`src/dbg_ctrl_pkg.sv`:
```
// Purpose: constants and types for the debug control and reset block
// Assumes: AXI4-Lite register access, 32-bit data, 10 MHz clock
// Notes: one package shared by the design file and the bench
// What this block and its debugger do
// debug reset returns debug registers to reset
// two-bit field selects halt, monitor, or none
// no debug event without invasive enable
// mode changes never deadlock or lose data
// status/control fields clear to zero on reset
// channel access mode resets to non-blocking
// debug reset works during gated standby too
// debugger writes zero after debug reset
// debugger disables matches before mode changes; the bench raises a match during the write that clears the mode
// system reset mid-access gives slave error
// debugger avoids accesses during system reset; the bench pulses system reset during a system-view write
// disabled debug drops pending event, access completes
package dbg_ctrl_pkg;
  // ----------------------------------------
  // register map
  // ----------------------------------------
  localparam logic [7:0] DSCR_OFF = 8'h00;
  localparam logic [7:0] MATCH_OFF = 8'h04;
  localparam logic [7:0] STAT_OFF = 8'h08;
  localparam logic [7:0] SYSACC_OFF = 8'h0c;
  localparam int MODE_LSB = 14;
  localparam int CCMODE_LSB = 20;
  localparam logic [31:0] DSCR_RST = 32'h0000_0000;
  localparam logic [31:0] DSCR_WMASK = 32'h0030_c000;
  localparam logic [1:0] CC_NONBLOCK = 2'h0;
  localparam logic [1:0] RESP_OKAY = 2'h0;
  localparam logic [1:0] RESP_SLVERR = 2'h2;
  localparam logic [1:0] MODE_HALT = 2'h1;
  localparam logic [1:0] MODE_MON = 2'h2;
  // system-view access length in ns, rounded up to whole clock cycles
  localparam int SYSACC_TIME_NS = 400;
  localparam int CLK_NS = 100;
  localparam int SYSACC_CYC = (SYSACC_TIME_NS + CLK_NS - 1) / CLK_NS;
  typedef struct packed
  {
    logic bkpt;
    logic wpt;
  } match_t;
endpackage

```
`src/dbg_ctrl.sv`:
```
// Purpose: debug control: status/control register, mode select, event gating
// Assumes: rst_n synchronous; debug, system resets and pins are asynchronous
// Notes: registers over AXI4-Lite; system-view access runs a fixed count
//
// Design decisions made here: the placing of the registers and the AXI4-Lite register port.
`timescale 1ns/1ps
module dbg_ctrl
(
  input wire logic clk,
  input wire logic rst_n,
  input wire logic debugResetN,
  input wire logic systemResetN,
  input wire logic invasiveDebugEnable,
  input wire logic standbyWaitIndicator,
  input wire dbg_ctrl_pkg::match_t matchIn,
  input wire logic [7:0] awaddr,
  input wire logic awvalid,
  output logic awready,
  input wire logic [31:0] wdata,
  input wire logic [3:0] wstrb,
  input wire logic wvalid,
  output logic wready,
  output logic [1:0] bresp,
  output logic bvalid,
  input wire logic bready,
  input wire logic [7:0] araddr,
  input wire logic arvalid,
  output logic arready,
  output logic [31:0] rdata,
  output logic [1:0] rresp,
  output logic rvalid,
  input wire logic rready,
  output logic haltReq,
  output logic monitorReq
);
  import dbg_ctrl_pkg::*;

  // ----------------------------------------
  // pin synchronisers
  // ----------------------------------------
  logic [3:0] syncA_r, syncB_r;
  always_ff @(posedge clk)
  begin
    syncA_r <= {debugResetN, systemResetN, invasiveDebugEnable, standbyWaitIndicator};
    syncB_r <= syncA_r;
  end
  logic dbgRstN, sysRstN, invasive_debug_enable, standby;
  assign dbgRstN = syncB_r[3];
  assign sysRstN = syncB_r[2];
  assign invasive_debug_enable = syncB_r[1];
  assign standby = syncB_r[0];

  // ----------------------------------------
  // write channel
  // ----------------------------------------
  logic awHave_r, wHave_r;
  logic [7:0] awAddr_r;
  logic [31:0] wData_r;
  logic [3:0] wStrb_r;
  logic doWrite;
  assign doWrite = awHave_r && wHave_r && !bvalid;
  always_ff @(posedge clk)
  begin
    if (!rst_n)
    begin
      awHave_r <= 1'b0;
      wHave_r <= 1'b0;
      awAddr_r <= 8'h00;
      wData_r <= 32'h0000_0000;
      wStrb_r <= 4'h0;
    end
    else
    begin
      if (awvalid && awready)
      begin
        awHave_r <= 1'b1;
        awAddr_r <= awaddr;
      end
      else if (doWrite)
        awHave_r <= 1'b0;
      if (wvalid && wready)
      begin
        wHave_r <= 1'b1;
        wData_r <= wdata;
        wStrb_r <= wstrb;
      end
      else if (doWrite)
        wHave_r <= 1'b0;
    end
  end
  always_ff @(posedge clk)
  begin
    if (!rst_n)
    begin
      awready <= 1'b0;
      wready <= 1'b0;
    end
    else
    begin
      awready <= !awHave_r && !(awvalid && awready);
      wready <= !wHave_r && !(wvalid && wready);
    end
  end

  // ----------------------------------------
  // status/control register
  // ----------------------------------------
  logic [31:0] dscr_r;
  logic [31:0] strbMask;
  always_comb
  begin
    strbMask = {{8{wStrb_r[3]}}, {8{wStrb_r[2]}}, {8{wStrb_r[1]}}, {8{wStrb_r[0]}}};
  end
  always_ff @(posedge clk)
  begin
    // debug reset needs no core clock gating state, so standby does not block it
    if (!rst_n || !dbgRstN)   // see R1 see R5 see R6
      dscr_r <= DSCR_RST;
    else if (doWrite && awAddr_r == DSCR_OFF)
      dscr_r <= (dscr_r & ~(strbMask & DSCR_WMASK)) | (wData_r & strbMask & DSCR_WMASK);
  end
  logic [1:0] modeSel;
  logic [1:0] ccMode;
  assign modeSel = dscr_r[MODE_LSB +: 2];
  assign ccMode = dscr_r[CCMODE_LSB +: 2];

  // ----------------------------------------
  // debug event gating
  // ----------------------------------------
  logic pending_r;
  logic [1:0] pendMode_r;
  logic dropped_r;
  logic armed;
  assign armed = invasive_debug_enable && (modeSel == MODE_HALT || modeSel == MODE_MON);
  always_ff @(posedge clk)
  begin
    if (!rst_n || !dbgRstN)
    begin
      pending_r <= 1'b0;
      pendMode_r <= 2'h0;
      dropped_r <= 1'b0;
      haltReq <= 1'b0;
      monitorReq <= 1'b0;
    end
    else
    begin
      haltReq <= 1'b0;
      monitorReq <= 1'b0;
      // a drop in the same cycle wins: its later assignment overrides the clear
      if (doWrite && awAddr_r == STAT_OFF && wData_r[0])
        dropped_r <= 1'b0;
      if (pending_r)
      begin
        pending_r <= 1'b0;
        // enable lost mid-flight: drop event, access completes normally
        if (!armed)   // see R4
          dropped_r <= 1'b1;
        else
        begin
          haltReq <= (modeSel == MODE_HALT);
          monitorReq <= (modeSel == MODE_MON);
        end
      end
      else if ((matchIn.bkpt || matchIn.wpt) && armed)
      begin
        pending_r <= 1'b1;
        pendMode_r <= modeSel;
      end
    end
  end

  // ----------------------------------------
  // system-view access and write response
  // ----------------------------------------
  logic [2:0] sysCnt_r;
  logic sysBusy_r, sysErr_r, sysWr_r;
  always_ff @(posedge clk)
  begin
    if (!rst_n)
    begin
      sysBusy_r <= 1'b0;
      sysErr_r <= 1'b0;
      sysCnt_r <= 3'h0;
    end
    else if (sysBusy_r)
    begin
      if (!sysRstN)
        sysErr_r <= 1'b1;
      if (sysCnt_r == 3'(SYSACC_CYC - 1))
        sysBusy_r <= 1'b0;
      else
        sysCnt_r <= sysCnt_r + 3'h1;
    end
    else if ((doWrite && awAddr_r == SYSACC_OFF) || (arvalid && arready && araddr == SYSACC_OFF))
    begin
      sysBusy_r <= 1'b1;
      sysErr_r <= !sysRstN;
      sysCnt_r <= 3'h0;
    end
  end
  logic sysDone;
  assign sysDone = sysBusy_r && sysCnt_r == 3'(SYSACC_CYC - 1);
  always_ff @(posedge clk)
  begin
    if (!rst_n)
    begin
      bvalid <= 1'b0;
      bresp <= RESP_OKAY;
      sysWr_r <= 1'b0;
    end
    else if (bvalid)
      bvalid <= !bready;
    else if (sysWr_r && sysDone)
    begin
      bvalid <= 1'b1;
      bresp <= (sysErr_r || !sysRstN) ? RESP_SLVERR : RESP_OKAY;
      sysWr_r <= 1'b0;
    end
    else if (doWrite && awAddr_r == SYSACC_OFF)
      sysWr_r <= 1'b1;
    else if (doWrite)
    begin
      bvalid <= 1'b1;
      bresp <= (awAddr_r == DSCR_OFF || awAddr_r == STAT_OFF) ? RESP_OKAY : RESP_SLVERR;
    end
  end

  // ----------------------------------------
  // read channel
  // ----------------------------------------
  logic sysRd_r;
  always_ff @(posedge clk)
  begin
    if (!rst_n)
    begin
      arready <= 1'b0;
      rvalid <= 1'b0;
      rdata <= 32'h0000_0000;
      rresp <= RESP_OKAY;
      sysRd_r <= 1'b0;
    end
    else
    begin
      arready <= !(arvalid && arready) && !rvalid && !sysRd_r && !sysBusy_r;
      if (rvalid)
        rvalid <= !rready;
      else if (sysRd_r && sysDone)
      begin
        sysRd_r <= 1'b0;
        rvalid <= 1'b1;
        rdata <= 32'h0000_0000;
        rresp <= (sysErr_r || !sysRstN) ? RESP_SLVERR : RESP_OKAY;
      end
      else if (arvalid && arready)
      begin
        if (araddr == SYSACC_OFF)
          sysRd_r <= 1'b1;
        else
        begin
          rvalid <= 1'b1;
          rresp <= RESP_OKAY;
          unique case (araddr)
            DSCR_OFF: rdata <= dscr_r;
            MATCH_OFF: rdata <= {30'h0, matchIn.wpt, matchIn.bkpt};
            STAT_OFF: rdata <= {27'h0, standby, invasive_debug_enable, pendMode_r == MODE_HALT, pending_r, dropped_r};
            default:
            begin
              rdata <= 32'h0000_0000;
              rresp <= RESP_SLVERR;
            end
          endcase
        end
      end
    end
  end
endmodule

```
`config.mk`:
```
export PLATFORM = sky130hd
export DESIGN_NAME = dbg_ctrl
export DESIGN_NICKNAME = d
export VERILOG_FILES = /design/src/dbg_ctrl_pkg.sv /design/src/dbg_ctrl.sv
export SDC_FILE = /design/constraint.sdc
export NUM_CORES = 1
export LEC_CHECK = 0
export BUFFER_PORTS_ARGS = -buffer_cell sky130_fd_sc_hd__buf_4
export CAP_MARGIN = 15
export CORE_MARGIN = 4
export CORE_UTILIZATION = 50
export CTS_CLUSTER_SIZE = 28
export DETAILED_ROUTE_END_ITERATION = 12
export HOLD_SLACK_MARGIN = 0.15
export PLACE_DENSITY = 0.9
export SETUP_SLACK_MARGIN = 0.2
export SLEW_MARGIN = 5
export SYNTH_ARGS = -nofsm -noshare
export SYNTH_HDL_FRONTEND = slang
export SYNTH_SLANG_ARGS = --single-unit
```
`constraint.sdc`:
```
create_clock -name clk -period 2.82 [get_ports clk]
set_clock_uncertainty 0.2 [all_clocks]
set_input_delay 0.564 -clock clk [delete_from_list [all_inputs] [get_ports clk]]
set_output_delay 0.564 -clock clk [all_outputs]
set_load 0.01 [all_outputs]
```
==> results of run 1 <==
per-layer routing:
layer  wire (µm)  track usage
met1        2130        0.203
met2        2600        0.309
met3         462       0.0608
met4          96       0.0979
met5           0            0
cells in the mapped netlist, drive strengths merged (4+ instances only):
master	n	area [µm²]
inv	6	22.5
ha	4	50.1
nor2	13	48.8
a32o	4	45.0
nor4	4	25.0
buf	26	193
nand2b	5	31.3
nand4	4	25.0
mux2i	11	110
nand2	39	146
nand3	14	70.1
clkbuf	9	33.8
nor3	7	35.0
nor2b	8	50.1
and3	5	36.3
dfxtp	58	1160
o21ai	7	35.0
a21oi	24	120
per-stage QoR:
stage	instances	util	setup slack, ns	hold WS [ns]
6_report	406	0.653	0.791	0.251
5_1_grt	406	0.653	0.740	0.272
4_1_cts	406	0.653	0.825	0.252
3_5_place_dp	382	0.591	0.490	0.112
3_3_place_gp	382	0.591	0.533	0.112
2_1_floorplan	296	-	0.780	0.110
repair_timing:
item / in CTS / in global routing
endpoints found under the hold margin: 8 / 0
hold buffers: 8 / 0
resized for setup: 0 / 0
layout make-up:
type	instances	area (µm²)
clock buffers	15	186
clock inverters	1	30.0
well taps	67	83.8
multi-input cells	197	1140
repair buffers	62	485
flip-flops and latches	58	1160
fillers	411	1650
inverters	6	22.5
registers in the layout (all words and copies together) (netlist names), 2 cells and up, named ones only:
name        count
pendMode_r      2
wData_r         5
syncB_r         4
rdata           9
wStrb_r         2
sysCnt_r        3
awAddr_r        8
syncA_r         4
worst max path at each step:
stage	from	end	slack, ns
after detailed placement	araddr[7]	sysCnt_r[2]	0.49
final	sysCnt_r[0]	rdata[15]	0.79
after global routing	sysCnt_r[0]	rdata[15]	0.74
after floorplan	araddr[7]	rdata[20]	0.78
after global placement	araddr[7]	sysCnt_r[2]	0.53
after CTS	sysCnt_r[0]	rdata[15]	0.83
cell families after synthesis:
kind of cell	share of synthesized area
AND/OR/NAND/NOR	0.246
flip-flops	0.473
AO/OA/AOI/OAI	0.113
buffers and inverters	0.101
multiplexers	0.0448
adder cells (fa/ha/maj)	0.0204
other	0.00153
critical path: cells and delay by family, from the launching register on:
| kind | cells | cell delay [ns] |
|---|---|---|
| AO/OA/AOI/OAI | 1 | 0.12 |
| adder cells (fa/ha/maj) | 2 | 0.45 |
| flip-flops | 1 | 0.33 |
| AND/OR/NAND/NOR | 3 | 0.86 |
power by group:
part	internal [mW]	total [mW]	switching (mW)
sequential	0.845	0.862	0.0170
clock	0.506	0.806	0.300
combinational	0.0766	0.160	0.0834
==> flow_summary.toml, run 1 <==
[run_status]
status = "completed"

[floorplanning]
initial_core_util = 0.517
die_h_um = 78.1
num_rows = 25
design.core.area_um2 = 4750
pin_count = 108
die_x_um = 78.1
die_area_um2 = 6100

[grt]
grt_use_total = 0.183
grt_max_degree = 27
grt_antenna_before_repair = 0
grt_overflow = 0
grt_first_pass_wirelength_um = 8870
grt_pass1_vias = 2038

[placement]
place_congestion = 0.874
place_area_um2 = 2810
io_buffers = 53
place_hpwl_um = 3830

[finish]
final_area_um2 = 3110
mostFrequentLayoutCells = "dfxtp_1 (58), buf_4 (54), nand2_1 (39)"
layout.nets = 403
drive_above_1_share = 0.230
final_common_cell = "dfxtp_1"
areaGrowthSynthToFinish_pct = 26.4
antenna_cells = 0

[synth]
ys_async_sr_fraction = 0
yosys_warnings = 0
synth_area_um2 = 2460
synth_ff_type = "dfxtp_1"
synth_edf_count = 0
synth-seq-area-share = 0.473
syn-instance-count = 272
synth_cell_types = 39
postSynthAreaPerCell_um2 = 9.03
ys_seq_elements = 58

[sta]
tightest_slew_ns = 0.697
min_period_ns = 2.03
setup-tns-final_ns = 0
setup_violations = 0
max_slew_margin = 0.535
rsz0062_at_grt = "false"
drv_slew = 0
clock.fmax_mhz = 493
hold_viol = 0
period_share = 0.719

[worst_setup_path]
crit_required_ns = 2.89
crit_slowest_cell = "dfxtp_1"
slowest_delay_ns = 0.33
critPathLaunchType = "flop"
reg2reg_to = "rdata[15]"
reg2reg_setup_slack_ns = 0.79
cp.arrival_ns = 2.10
worstSetupPathType = "flop to flop"
cp_max_fo = 5
r2r_cells = 6
cpMostUsedCell = "ha_1"
crit_path_cell_trace = "ha_1, ha_1, and3_1, nor4b_4, and3_4, a32o_2"
crit_path_end_kind = "flop"
timing.rr.start = "sysCnt_r[0]"

[detailed_routing]
drt-pass1-iter-count = 4
dr.first_iter.drc_count = 107
vias = 2068
drtAntennaViolNets = 0
finalWirelength_um = 5290
vias_per_cell = 5.09
routedWlPerCell_um = 13.0
drc = 0

[hold_path]
hold_start = "wStrb_r[1]"
min_to = "wStrb_r[1]"
min_path_type = "flop to flop"
hold_depth = 2

[clock_network]
cts_sinks = 58
post-cts-setup-buffers = 0
path_clk_slew_ns = 0.06
clock_latency_ns = 0.33
cts_tree = "built"
cts_buffers = 9
cts_buffer_depth = 2
htreeDepth = 3
cts-root-buf = "clkbuf_8"

[power]
pwr_density_cell_nw_per_um2 = 588
total_power_mw = 1.83
leakage_nw = 1.33
peakVddDrop_mv = 0.337

[run]
maxCapViolations = 0
Note: power is estimated with default switching activity, not from simulation.
==> inputs of run 2 (changes only) <==
CORE_UTILIZATION = 42   (was 50)
PLACE_DENSITY = 0.81   (was 0.9)
clock period = 1.7 ns   (was 2.82 ns; I/O delays follow)
==> flow_summary.toml, run 2 (same netlist as run 1, synthesis figures left out) <==
[sta]
setup_violations = 19
clock.fmax_mhz = 542
rsz0062_at_grt = "true"
setup-tns-final_ns = -1.30
min_period_ns = 1.85
whs_ns = 0.176
period_share = 1.09
setup_ws_ns = -0.145
drv_slew = 0
hold_viol = 0

[finish]
top_register = "rdata"
mostFrequentLayoutCells = "buf_4 (77), dfxtp_1 (48), nand2_1 (38)"
areaGrowthSynthToFinish_pct = 52.4
largest_register_ff_count = 9
final_common_cell = "buf_4"
antenna_cells = 0
drive_above_1_share = 0.366
multi_input_area_um2 = 1310
layout.nets = 456
fillers = 431
final_area_um2 = 3750
largestRegisters = "rdata x9, awAddr_r x8, wData_r x5"
seq_area_um2 = 1170

[clock_network]
cts_sinks = 58
cts_tree = "built"
clock_latency_ns = 0.33
cts_buffers = 9
path_clk_slew_ns = 0.06
cts_buffer_depth = 2
cts-root-buf = "clkbuf_8"
htreeDepth = 3

[worst_setup_path]
cp.arrival_ns = 1.91
critPathLaunchType = "flop"
worstSetupPathType = "flop to flop"
crit_path_end_kind = "flop"
crit_required_ns = 1.77
cp_max_fo = 2

[detailed_routing]
routedWlPerCell_um = 14.7
drtAntennaViolNets = 0
drc = 0
dr.first_iter.drc_count = 80
finalWirelength_um = 6810
vias_per_cell = 5.00
vias = 2316
drt-pass1-iter-count = 4

[power]
total_power_mw = 2.92
leakage_nw = 1.61
pwr_density_cell_nw_per_um2 = 780
p_comb_frac = 0.132
peakVddDrop_mv = 0.455
p_sw_frac = 0.246
clkPwrFrac = 0.377
p_sw_mw = 0.719
p_seq_frac = 0.491
intPower_mw = 2.20

[floorplanning]
die_h_um = 84.5
design.core.area_um2 = 5570
pin_count = 108
num_rows = 27
die_area_um2 = 7140
initial_core_util = 0.441
die_x_um = 84.5

[grt]
grt_max_degree = 19
grt_use_total = 0.193
grt_pass1_vias = 2425
grt_antenna_before_repair = 0
grt_first_pass_wirelength_um = 11000
grt_overflow = 0

[placement]
place_area_um2 = 3050
io_buffers = 53
place_hpwl_um = 4160
place_congestion = 0.762

[run_status]
violations = "negative setup slack"
status = "finished with violations"

[hold_path]
min_path_type = "primary input to flop"

[run]
maxCapViolations = 0
run 2: what timing repair did:
| action | in CTS | in global routing |
|---|---|---|
| pin swaps | 18 | 9 |
| resized for setup | 31 | 16 |
| hold buffers | 27 | 0 |
| endpoints found under the hold margin | 28 | 0 |
| buffers inserted | 6 | 3 |
| endpoints found under the setup margin | 27 | 33 |
| gates cloned | 0 | 0 |
run 2: final timing paths:
check	start	slack (ns)	depth (start not counted)	end
worst max-delay path	awAddr_r[0]	-0.15	4	bresp[1]
worst min-delay path	rst_n	0.18	2	rdata[20]
worst max register to register	awAddr_r[0]	-0.15	4	bresp[1]
worst min register to register	wStrb_r[1]	0.25	2	wStrb_r[1]
run 2: final cells by class:
class	instances	share of cell area
clock buffers	12	0.0414
clock inverters	3	0.00401
inverters	6	0.00601
multi-input cells	197	0.349
flip-flops and latches	58	0.313
well taps	72	0.0240
repair buffers	115	0.262
run 2: metal layers:
metal | routed length, µm | vias up | global-route usage
met5 | 0 | - | 0
met4 | 173 | 0 | 0.0849
met3 | 468 | 19 | 0.0638
met2 | 3630 | 93 | 0.362
met1 | 2540 | 1077 | 0.193
li1 | - | 1127 | -
run 2: power groups by stage:
stage / combinational [mW] / clock, mW / sequential, mW
global placement: 0.280 / 0 / 1.46
detailed placement: 0.284 / 0 / 1.46
floorplan: 0.182 / 0 / 1.46
CTS: 0.361 / 1.12 / 1.43
global route: 0.415 / 1.18 / 1.44
finish: 0.385 / 1.10 / 1.44
run 2: worst max-delay path, cell delays in order, from the launching register on:
cell and delay, ns:
dfxtp_2 0.33, or4_4 0.55, o21a_1 0.22, or3b_1 0.36, a21oi_1 0.12
run 2: through the flow:
step	setup slack (ns)	instances	utilization
floorplan	-0.114	296	-
global placement	-0.276	412	0.547
detailed placement	-0.275	412	0.547
CTS	-0.112	460	0.659
global route	-0.185	463	0.672
finish	-0.145	463	0.672
==> inputs of run 3 (changes only) <==
PLACE_DENSITY = 0.82   (was 0.81)
==> flow_summary.toml, run 3 (same netlist as run 1, synthesis figures left out) <==
[run_status]
status = "finished with violations"
violations = "negative setup slack"

[grt]
grt_use_total = 0.175
grt_max_degree = 19
grt_pass1_vias = 2274
grt_antenna_before_repair = 0
grt_overflow = 0
grt_first_pass_wirelength_um = 10100

[finish]
antenna_cells = 0
drive_above_1_share = 0.359
final_area_um2 = 3710
fin_cells = 456
largest_register_ff_count = 9
top_register = "rdata"
mostFrequentLayoutCells = "buf_4 (74), dfxtp_1 (50), nand2_1 (38)"
largestRegisters = "rdata x9, awAddr_r x8, wData_r x5"
final_common_cell = "buf_4"
areaGrowthSynthToFinish_pct = 50.9
layout.nets = 448
fin_util = 0.665

[power]
total_power_mw = 2.96
pwr_density_cell_nw_per_um2 = 799
leakage_nw = 1.59
p_sw_frac = 0.241
peakVddDrop_mv = 0.544
intPower_mw = 2.25
p_sw_mw = 0.713
p_seq_frac = 0.484
clkPwrFrac = 0.388
p_comb_frac = 0.127

[clock_network]
cts_buffers = 9
cts_buffer_depth = 2
cts_tree = "built"
cts_sinks = 58
htreeDepth = 3
clock_latency_ns = 0.34
path_clk_slew_ns = 0.06
cts-root-buf = "clkbuf_8"

[placement]
place_hpwl_um = 4030
dp.cells = 410
io_buffers = 53
place_ws_ns = -0.310
place_area_um2 = 3050
place_congestion = 0.804

[sta]
whs_ns = 0.170
period_share = 1.07
clock.fmax_mhz = 550
min_period_ns = 1.82
rsz0062_at_grt = "true"
setup_violations = 16
setup_ws_ns = -0.117
hold_viol = 0
drv_slew = 0
setup-tns-final_ns = -0.586

[floorplanning]
die_area_um2 = 7140
die_h_um = 84.5
die_x_um = 84.5
num_rows = 27
pin_count = 108
design.core.area_um2 = 5570
initial_core_util = 0.441

[worst_setup_path]
crit_required_ns = 1.77
crit_path_cell_trace = "or4_4, o21a_1, or3b_1, a21oi_2"
critPathLaunchType = "flop"
cp.arrival_ns = 1.89
slowest_delay_ns = 0.54
worstSetupPathType = "flop to flop"
crit_path_end_kind = "flop"
cp_max_fo = 2
crit_slowest_cell = "or4_4"

[detailed_routing]
dr.first_iter.drc_count = 120
drc = 0
vias = 2253
finalWirelength_um = 6470
drt-pass1-iter-count = 4
drtAntennaViolNets = 0
routedWlPerCell_um = 14.2
vias_per_cell = 4.94

[hold_path]
min_path_type = "primary input to flop"

[run]
maxCapViolations = 0
-- run 3: cell count changes in the layout (fill, tap and decap cells not counted), sizes merged --
cell / before / now
buf: 88 / 82
clkbuf: 12 / 14
clkinv: 3 / 2
dlygate4sd3: 27 / 25
-- run 3: power by group through the flow --
| stage | clock [mW] | combinational (mW) | sequential (mW) |
|---|---|---|---|
| floorplan | 0 | 0.182 | 1.46 |
| global placement | 0 | 0.281 | 1.46 |
| detailed placement | 0 | 0.284 | 1.46 |
| CTS | 1.17 | 0.354 | 1.43 |
| global route | 1.25 | 0.409 | 1.44 |
| finish | 1.15 | 0.378 | 1.44 |
-- run 3: area by class of cell --
type / count / area [µm²]
multi-input combinational: 197 / 1330
clock inverter: 2 / 10.0
tap: 72 / 90.1
fill: 441 / 1870
timing repair buffer: 107 / 913
clock buffer: 14 / 173
sequential: 58 / 1170
inverter: 6 / 22.5
-- run 3: routing by layer --
layer / global-route usage / vias up / wire (µm)
li1: - / 1116 / -
met4: 0.0777 / 0 / 142
met3: 0.0510 / 14 / 393
met2: 0.308 / 71 / 3370
met5: 0 / - / 0
met1: 0.194 / 1052 / 2570
-- run 3: critical path: cells and delay by family, from the launching register on --
family,cells,cell delay (ns)
flip-flops,1,0.32
AND/OR/NAND/NOR,2,0.90
AO/OA/AOI/OAI,2,0.33
-- run 3: final timing paths --
path	from	to	slack (ns)	cells past startpoint
worst max-delay path	awAddr_r[0]	bresp[1]	-0.12	4
worst min-delay path	rst_n	sysBusy_r	0.17	2
worst max register to register	awAddr_r[0]	bresp[1]	-0.12	4
worst min register to register	wStrb_r[1]	wStrb_r[1]	0.25	2
-- run 3: timing repair --
item,CTS,global route
buffers inserted,3,2
gates resized for setup,31,15
endpoints found under the setup margin,27,33
pin swaps,17,14
hold endpoints to repair,25,0
hold buffers,25,0
